**config.mk**
```make
export PLATFORM = sky130hd
export DESIGN_NAME = hsmap_top
export DESIGN_NICKNAME = d
export VERILOG_FILES = /design/src/rtl/hsmap_pkg.sv /design/src/rtl/hsmap_top.sv
export VERILOG_INCLUDE_DIRS = /design/src /design/src/rtl
export SDC_FILE = /design/constraint.sdc
export NUM_CORES = 1
export LEC_CHECK = 0
export BUFFER_PORTS_ARGS = -buffer_cell sky130_fd_sc_hd__buf_4
export CORE_MARGIN = 4
export CORE_UTILIZATION = 50
export DETAILED_ROUTE_END_ITERATION = 8
export PLACE_DENSITY = 0.74
export RECOVER_POWER = 25
export SETUP_SLACK_MARGIN = 0.2
export SYNTH_ARGS = -nofsm -noshare
export SYNTH_HDL_FRONTEND = slang
export SYNTH_SLANG_ARGS = --single-unit
export TNS_END_PERCENT = 20
```
**constraint.sdc**
```tcl
create_clock -name CLK -period 3.7 [get_ports CLK]
set_input_delay 1.11 -clock CLK [delete_from_list [all_inputs] [get_ports CLK]]
set_output_delay 1.11 -clock CLK [all_outputs]
set_load 0.01 [all_outputs]
```
**src/rtl/hsmap_defs.svh**
```systemverilog
// Constants of the host serial memory access port
//
// Behaviour
// Sample input on rising serial clock, change output on falling; modes 0 and 3.
// Bytes are eight bits, most significant first, one per eight rising edges.
// Host keeps select low and clocks whole bytes for multi-byte transfers.
// Select rising ends the transfer and returns to command reception.
// A partial byte at select rising is discarded without action.
// Serial input is ignored while read data is shifted out.
// Each frame opens with a command byte; the byte returned meanwhile is dummy.
// Fast commands 0,W,index,0,0 reach registers 0x8000 to 0x800F.
// Further fast bytes access ascending registers from the addressed one.
// Writes to reserved register locations are ignored.
// Low 32K addresses are RAM, upper 128 registers; identical serial timing.
// Before ready, writes are blocked and reads return master status.
// 16-bit pointer: 0x8C loads it high byte first, 0x88 returns it.
// 0x80 reads, 0x84 writes at pointer; pointer increments after each byte.
// Host sends one command per frame; pointer commands end their frame.
// Increment stops at 0x7FFF in RAM and 0xFFFF in registers.
// Host serial clock stays at or below 20 MHz.
// Serial output is driven only while select is low.
`ifndef HSMAP_DEFS_SVH
`define HSMAP_DEFS_SVH

// ----------------------------------------------------------------
// Command bytes
// ----------------------------------------------------------------
`define HSMAP_CMD_MEM_RD   8'h80
`define HSMAP_CMD_MEM_WR   8'h84
`define HSMAP_CMD_PTR_RD   8'h88
`define HSMAP_CMD_PTR_WR   8'h8c

// ----------------------------------------------------------------
// Address space
// ----------------------------------------------------------------
`define HSMAP_FAST_BASE    12'h800
`define HSMAP_RAM_TOP      16'h7fff
`define HSMAP_REG_TOP      16'hffff
`define HSMAP_RSV_MASK     16'h0a00
`define HSMAP_BYTE_LAST    3'h7

`endif

```
**src/rtl/hsmap_pkg.sv**
```systemverilog
// Types of the host serial memory access port
package hsmap_pkg;
  // Frame phases: the command byte and the phases it selects
  typedef enum logic [2:0] {
    ST_CMD,
    ST_RD,
    ST_WR,
    ST_PTR_RD,
    ST_PTR_WR,
    ST_SKIP
  } hsmap_state_t;
endpackage

```
**src/rtl/hsmap_top.sv**
```systemverilog
// Host serial slave port reaching RAM and registers through a pointer
`timescale 1ns/1ps
`default_nettype none
`include "hsmap_defs.svh"

module hsmap_top
  import hsmap_pkg::*;
#(
  parameter logic [15:0] RSV_MASK = `HSMAP_RSV_MASK
) (
  input  wire  logic        CLK,
  input  wire  logic        RST_N,
  input  wire  logic        SCK,
  input  wire  logic        CS_N,
  input  wire  logic        SI,
  output var   logic        SO,
  output var   logic        SO_OE,
  input  wire  logic        HOST_READY,
  input  wire  logic [7:0]  STATUS_BYTE,
  output var   logic [15:0] MEM_RD_ADDR,
  input  wire  logic [7:0]  MEM_RD_DATA,
  output var   logic        MEM_WR_VALID,
  input  wire  logic        MEM_WR_READY,
  output var   logic [15:0] MEM_WR_ADDR,
  output var   logic [7:0]  MEM_WR_DATA
);

  // ----------------------------------------------------------------
  // Pin synchronisers
  // ----------------------------------------------------------------
  logic [2:0]   sck_q;
  logic [1:0]   cs_q;
  logic [1:0]   si_q;
  hsmap_state_t state_q;
  logic [2:0]   bit_q;
  logic [1:0]   bidx_q;
  logic [6:0]   rx_q;
  logic [6:0]   tx_q;
  logic         so_q;
  logic         oe_q;
  logic [15:0]  map_q;
  logic [15:0]  fast_q;
  logic         use_fast_q;
  logic [15:0]  rda_q;
  logic         pend_q;
  logic [23:0]  pend_w_q;
  logic         v0_q;
  logic         v1_q;
  logic [23:0]  b0_q;
  logic [23:0]  b1_q;

  // Third sck stage feeds the edge detector, never the first one
  always_ff @(posedge CLK or negedge RST_N) begin
    if (!RST_N) begin
      sck_q <= 3'h0;
      cs_q  <= 2'h3;
      si_q  <= 2'h0;
    end else begin
      sck_q <= {sck_q[1:0], SCK};
      cs_q  <= {cs_q[0], CS_N};
      si_q  <= {si_q[0], SI};
    end
  end

  // ----------------------------------------------------------------
  // Edge and byte decode
  // ----------------------------------------------------------------
  // Only edges matter, so an idle-high or idle-low clock both work
  wire       cs_hi     = cs_q[1];
  wire       rise      = sck_q[1] & ~sck_q[2] & ~cs_hi;
  wire       fall      = ~sck_q[1] & sck_q[2] & ~cs_hi;
  wire       byte_done = rise & (bit_q == `HSMAP_BYTE_LAST);
  wire [7:0] rx_byte   = {rx_q, si_q[1]};
  wire       rd_state  = (state_q == ST_RD) | (state_q == ST_PTR_RD);
  wire [15:0] cur_addr = use_fast_q ? fast_q : map_q;
  wire       is_fast   = ~rx_byte[7] & (rx_byte[1:0] == 2'h0);
  wire       at_top    = (cur_addr == `HSMAP_RAM_TOP) | (cur_addr == `HSMAP_REG_TOP);
  wire [15:0] nxt_addr = at_top ? cur_addr : cur_addr + 16'h0001;
  wire       rsv_hit   = (cur_addr[15:4] == `HSMAP_FAST_BASE) & RSV_MASK[cur_addr[3:0]];
  wire       wr_take   = byte_done & (state_q == ST_WR) & HOST_READY & ~rsv_hit;
  wire       step      = byte_done & ((state_q == ST_RD) | (state_q == ST_WR));

  // Read byte selection: master status until the device is ready
  wire [7:0] ptr_byte = (bidx_q == 2'h0) ? map_q[15:8] :
                        (bidx_q == 2'h1) ? map_q[7:0] : 8'h00;
  wire [7:0] rd_byte  = ~HOST_READY ? STATUS_BYTE :
                        (state_q == ST_PTR_RD) ? ptr_byte : MEM_RD_DATA;
  wire [7:0] ld_byte  = rd_state ? rd_byte : 8'h00;

  // Next frame phase from the command byte
  hsmap_state_t cmd_nxt;
  always_comb begin
    cmd_nxt = ST_SKIP;
    if (is_fast) begin
      cmd_nxt = rx_byte[6] ? ST_WR : ST_RD;
    end else if (rx_byte == `HSMAP_CMD_MEM_RD) begin
      cmd_nxt = ST_RD;
    end else if (rx_byte == `HSMAP_CMD_MEM_WR) begin
      cmd_nxt = ST_WR;
    end else if (rx_byte == `HSMAP_CMD_PTR_RD) begin
      cmd_nxt = ST_PTR_RD;
    end else if (rx_byte == `HSMAP_CMD_PTR_WR) begin
      cmd_nxt = ST_PTR_WR;
    end
  end

  // ----------------------------------------------------------------
  // Frame sequencer
  // ----------------------------------------------------------------
  // Select high wipes the bit count, so a partial byte never completes
  always_ff @(posedge CLK or negedge RST_N) begin
    if (!RST_N) begin
      state_q <= ST_CMD;
      bit_q   <= 3'h0;
      bidx_q  <= 2'h0;
    end else if (cs_hi) begin
      state_q <= ST_CMD;
      bit_q   <= 3'h0;
      bidx_q  <= 2'h0;
    end else if (rise) begin
      bit_q <= bit_q + 3'h1;
      if (byte_done && state_q == ST_CMD) begin
        state_q <= cmd_nxt;
      end else if (byte_done && bidx_q != 2'h3) begin
        bidx_q <= bidx_q + 2'h1;
      end
    end
  end

  // Receive shift; read phases leave it untouched
  always_ff @(posedge CLK or negedge RST_N) begin
    if (!RST_N) begin
      rx_q <= 7'h00;
    end else if (rise && !rd_state) begin
      rx_q <= rx_byte[6:0];
    end
  end

  // ----------------------------------------------------------------
  // Serial output
  // ----------------------------------------------------------------
  // Next byte loads on the falling edge after a boundary, giving the
  // memory half a serial period to answer the new address.
  // Select high empties the shifter, so no bit of an earlier frame
  // leaks into the dummy byte of the next one.
  always_ff @(posedge CLK or negedge RST_N) begin
    if (!RST_N) begin
      so_q <= 1'b0;
      tx_q <= 7'h00;
    end else if (cs_hi) begin
      so_q <= 1'b0;
      tx_q <= 7'h00;
    end else if (fall && bit_q == 3'h0) begin
      so_q <= ld_byte[7];
      tx_q <= ld_byte[6:0];
    end else if (fall) begin
      so_q <= tx_q[6];
      tx_q <= {tx_q[5:0], 1'b0};
    end
  end

  // Drive only inside a frame so other slaves can share the line
  always_ff @(posedge CLK or negedge RST_N) begin
    if (!RST_N) begin
      oe_q <= 1'b0;
    end else begin
      oe_q <= ~cs_hi;
    end
  end

  // ----------------------------------------------------------------
  // Address pointers
  // ----------------------------------------------------------------
  always_ff @(posedge CLK or negedge RST_N) begin
    if (!RST_N) begin
      map_q      <= 16'h0000;
      fast_q     <= 16'h0000;
      use_fast_q <= 1'b0;
    end else if (byte_done && state_q == ST_CMD) begin
      use_fast_q <= is_fast;
      fast_q     <= {`HSMAP_FAST_BASE, rx_byte[5:2]};
    end else if (byte_done && state_q == ST_PTR_WR && bidx_q == 2'h0) begin
      map_q[15:8] <= rx_byte;
    end else if (byte_done && state_q == ST_PTR_WR && bidx_q == 2'h1) begin
      map_q[7:0] <= rx_byte;
    end else if (step && use_fast_q) begin
      fast_q <= nxt_addr;
    end else if (step) begin
      map_q <= nxt_addr;
    end
  end

  // Read address is a flop so memory sees a stable value
  always_ff @(posedge CLK or negedge RST_N) begin
    if (!RST_N) begin
      rda_q <= 16'h0000;
    end else begin
      rda_q <= cur_addr;
    end
  end

  // ----------------------------------------------------------------
  // Write path and two-entry buffer
  // ----------------------------------------------------------------
  // A full buffer stalls the held byte; only one byte is held, so a
  // stall longer than one serial byte loses the older write
  wire fill_ready = ~v1_q;
  wire push       = pend_q & fill_ready;
  wire pop        = v0_q & MEM_WR_READY;

  always_ff @(posedge CLK or negedge RST_N) begin
    if (!RST_N) begin
      pend_q   <= 1'b0;
      pend_w_q <= 24'h000000;
    end else if (wr_take) begin
      pend_q   <= 1'b1;
      pend_w_q <= {cur_addr, rx_byte};
    end else if (push) begin
      pend_q <= 1'b0;
    end
  end

  always_ff @(posedge CLK or negedge RST_N) begin
    if (!RST_N) begin
      v0_q <= 1'b0;
      v1_q <= 1'b0;
      b0_q <= 24'h000000;
      b1_q <= 24'h000000;
    end else if (pop && v1_q) begin
      b0_q <= b1_q;
      b1_q <= pend_w_q;
      v1_q <= push;
    end else if (pop || !v0_q) begin
      b0_q <= pend_w_q;
      v0_q <= push;
    end else if (push) begin
      b1_q <= pend_w_q;
      v1_q <= 1'b1;
    end
  end

  assign SO           = so_q;
  assign SO_OE        = oe_q;
  assign MEM_RD_ADDR  = rda_q;
  assign MEM_WR_VALID = v0_q;
  assign MEM_WR_ADDR  = b0_q[23:8];
  assign MEM_WR_DATA  = b0_q[7:0];
endmodule
`default_nettype wire

```
==> reports/results.tsv <==
stage	metric	value	unit
outcome	status	finished with violations	
outcome	failing checks	max-capacitance violations, max-slew violations	
layout	share of cells above drive strength 1	26.06	%
clock_tree	# resized after CTS	0	
clock_tree	Clock transition at path regs	0.06	ns
clock_tree	CTS tree	yes	
global_routing	largest net degree at the start of global routing	70	
pwr	P per Cell Area	443.9	nW/µm²
die	initial core utilization	51.72	%
timing	Least-Margin Pin Slew	1.797	ns
logic_synthesis	post-synth cell types	69	
worst_setup_path	Critical Path Sink	fast_q[1]	
route	Vias/cell	6.263	
worst_setup_path	RR Startpoint	use_fast_q	
worst_setup_path	Worst Path Required	4.02	ns
clock_tree	Post-CTS Setup Inserts	0	
layout	P&R area growth vs syn	16.92	%
clock_tree	Clk Latency, worst-skew pair	0.42	ns
clock_tree	Clk Tree Root Cell	clkbuf_16	
route	Post-route DRC	0	
placed_design	input/output buffers	65	
layout	Util after Layout	60.47	%
clock_tree	CTS buffer count	17	
logic_synthesis	Avg Inst Size Synth	11.42	µm²
worst_setup_path	Arr. time, crit path	3.30	ns
logic_synthesis	Synth Cell Area	7263	µm²
timing	Setup-failing EPs final	0	
route	post-DR wirelength/cell	21.08	µm
clock_tree	clk buf depth	2	
timing	final period utilization	80.59	%
worst_setup_path	R2R Path End	fast_q[1]	
worst_setup_path	crit end category	flop	
global_routing	first-pass GRT wire length	30080	µm
worst_setup_path	reg2reg path depth	7	
placed_design	Final GP Congestion	0.9079	
global_routing	grt ovf	0	
logic_synthesis	top cell type's share of synthesized area	52.71	%
pwr	leakage power	4.047	nW
timing	Max Fclk	335.3	MHz
timing	min Tclk post-route	2.982	ns
worst_hold_path	min-delay worst type	flop to flop	
worst_setup_path	nature of the critical path startpoint	flop	
timing	unrepaired setup endpoints after global routing	false	
logic_synthesis	sequential fraction of the synthesis area	53.44	%
logic_synthesis	most common library cells after synthesis	153 x dfrtp_1, 47 x mux2_2, 45 x a21oi_1, 45 x nand2_1, 39 x nor2_1	
logic_synthesis	flop and latch count out of synthesis	155	
logic_synthesis	Net Count, Synth	666	
logic_synthesis	top_reg_cell synth	dfrtp_1	
worst_setup_path	launch point of the worst path	use_fast_q	
timing	setup_tns	0	ns
logic_synthesis	EDFF count, synth	0	
timing	Fin. Hold Viols	0	
worst_setup_path	R2R Setup Slk	0.72	ns
logic_synthesis	dominant cell type by area after synthesis	dfrtp_1	
route	Final ANT Viol Nets	0	
die	Ports	66	
logic_synthesis	Async SR Flop Fraction	100.0	%
logic_synthesis	top-count cell post-synth	dfrtp_1	
logic_synthesis	synth top area cells	dfrtp_1 53%, mux2_2 7.3%, mux2_4 4.1%	
timing	Clock Skew	0.006229	ns
logic_synthesis	cell count after synthesis	636	
layout	Final #Nets	729	
timing	Max-slew headroom	-19.83	%
layout	area of the multi-input gates	3148	µm²
route	Pre-antenna DRT Iters	6	
pwr	Max IR drop VDD	0.0002929	V
clock_tree	# hold bufs at CTS	0	
die	Die X	128.5	µm
route	via count	5574	
layout	ANT cells	0	
flow_run	Max-Cap Viols	1	
route	Post-Route WL	18760	µm
global_routing	gr usage total	23.44	%
placed_design	HPWL Detailed	12780	µm
die	Die Y	128.5	µm
global_routing	initial antenna violation count	0	
layout	Storage cell area	3881	µm²
timing	max-slew violation count	70	
die	Rows	43	
clock_tree	Sink Count	155	
worst_setup_path	crit path max fanout	25	
layout	fill cell count	1129	
worst_setup_path	Setup CP Type	flop to flop	
route	1st-iter DRT viols	374	
worst_hold_path	Cells on Worst Hold Path	0	
die	Core ar.	14040	µm²
die	die area	16520	µm²
clock_tree	H-Tree Depth	4	
global_routing	number of global-route vias before repair	5544	
logic_synthesis	synth warn	0	
registers in the layout, summed over array words and instances, names as in the netlist, 7 cells and up:
name / flops
MEM_RD_ADDR: 16
b0_q: 24
b1_q: 24
fast_q: 16
map_q: 16
pend_w_q: 24
rx_q: 7
tx_q: 7
stage by stage:
| stage | total power, mW | instance area, µm² | worst slack [ns] | hold WS [ns] | cells |
|---|---|---|---|---|---|
| after floorplan | 1.907 | 7263 | 0.9040 | 0.3312 | 636 |
| after global placement | 2.036 | 7920 | 0.8067 | 0.3342 | 860 |
| after detailed placement | 2.047 | 7920 | 0.7654 | 0.3403 | 860 |
| after CTS | 3.798 | 8509 | 0.7505 | 0.3534 | 890 |
| after global routing | 3.892 | 8492 | 0.4412 | 0.3546 | 890 |
| final | 3.770 | 8492 | 0.7180 | 0.3489 | 890 |
placed cells by master (no fill, tap or decap), types with 3 or more instances in the layout:
| cell type | instances |
|---|---|
| mux2_2 | 47 |
| o311ai_1 | 4 |
| o21ai_0 | 27 |
| nor2b_1 | 7 |
| a21boi_0 | 3 |
| nor4_1 | 4 |
| nor2_1 | 39 |
| a22oi_1 | 8 |
| xnor2_1 | 8 |
| o21ai_1 | 7 |
| buf_4 | 73 |
| nor3_1 | 7 |
| clkbuf_1 | 4 |
| a21oi_1 | 45 |
| bufinv_16 | 3 |
| mux2_4 | 19 |
| clkbuf_4 | 3 |
| and3_1 | 6 |
| a221o_1 | 9 |
| and4_1 | 4 |
| a22o_1 | 3 |
| nand4_1 | 8 |
| mux2i_1 | 7 |
| nand3b_1 | 3 |
| o211ai_1 | 16 |
| dfrtp_1 | 153 |
| o22ai_1 | 25 |
| nand3_1 | 12 |
| inv_1 | 11 |
| nand2_1 | 45 |
| xor2_1 | 4 |
| clkinv_4 | 3 |
| o31ai_1 | 4 |
| ha_1 | 7 |
| nand2b_1 | 10 |
| clkbuf_16 | 17 |
worst min-delay path by stage:
stage / startpoint / to / slack, ns
after global routing: si_q[0] / si_q[1] / 0.35
after global placement: si_q[0] / si_q[1] / 0.33
after detailed placement: si_q[0] / si_q[1] / 0.34
after CTS: si_q[0] / si_q[1] / 0.35
final: si_q[0] / si_q[1] / 0.35
after floorplan: sck_q[0] / sck_q[1] / 0.33
layout make-up:
cell class	count	area share (%)
inverters	12	0.5304
clock inverters	10	1.680
well taps	180	2.652
repair buffers	80	7.102
flip-flops and latches	155	45.71
clock buffers	20	5.260
multi-input cells	433	37.07
metal layers:
layer / vias to the layer above / GRT usage [%] / share of wire (%)
met1: 2841 / 31.63 / 43
li1: 2496 / - / -
met5: - / 0 / 0
met3: 33 / 3.861 / 5.8
met2: 204 / 38.77 / 49
met4: 0 / 8.030 / 2.0
cells by family (layout without fill, tap and decap cells):
family	Yosys count	count (layout)	share of synthesized area, %
fa+ha+maj	7	7	1.206
mux	75	75	12.58
simple gates	161	161	11.37
compound gates	178	178	16.80
xor+xnor	12	12	1.447
flops	155	155	53.44
buf+inv	48	122	3.170
where the power goes:
| part | switching (mW) | total (mW) | leakage, nW | internal [mW] |
|---|---|---|---|---|
| Clock | 0.679 | 1.75 | 0.286 | 1.07 |
| Combinational | 0.100 | 0.175 | 1.63 | 0.0752 |
| Sequential | 0.111 | 1.84 | 2.13 | 1.73 |
| Total | 0.890 | 3.77 | 4.05 | 2.88 |
critical path, stage by stage (launching register included):
cell and delay, ns:
dfrtp_1 0.93, mux2_2 0.47, ha_1 0.25, and4_1 0.23
o21a_1 0.31, nand4_1 0.28, o21ai_0 0.14, a221oi_1 0.27
Note: power is estimated with default switching activity, not from simulation.
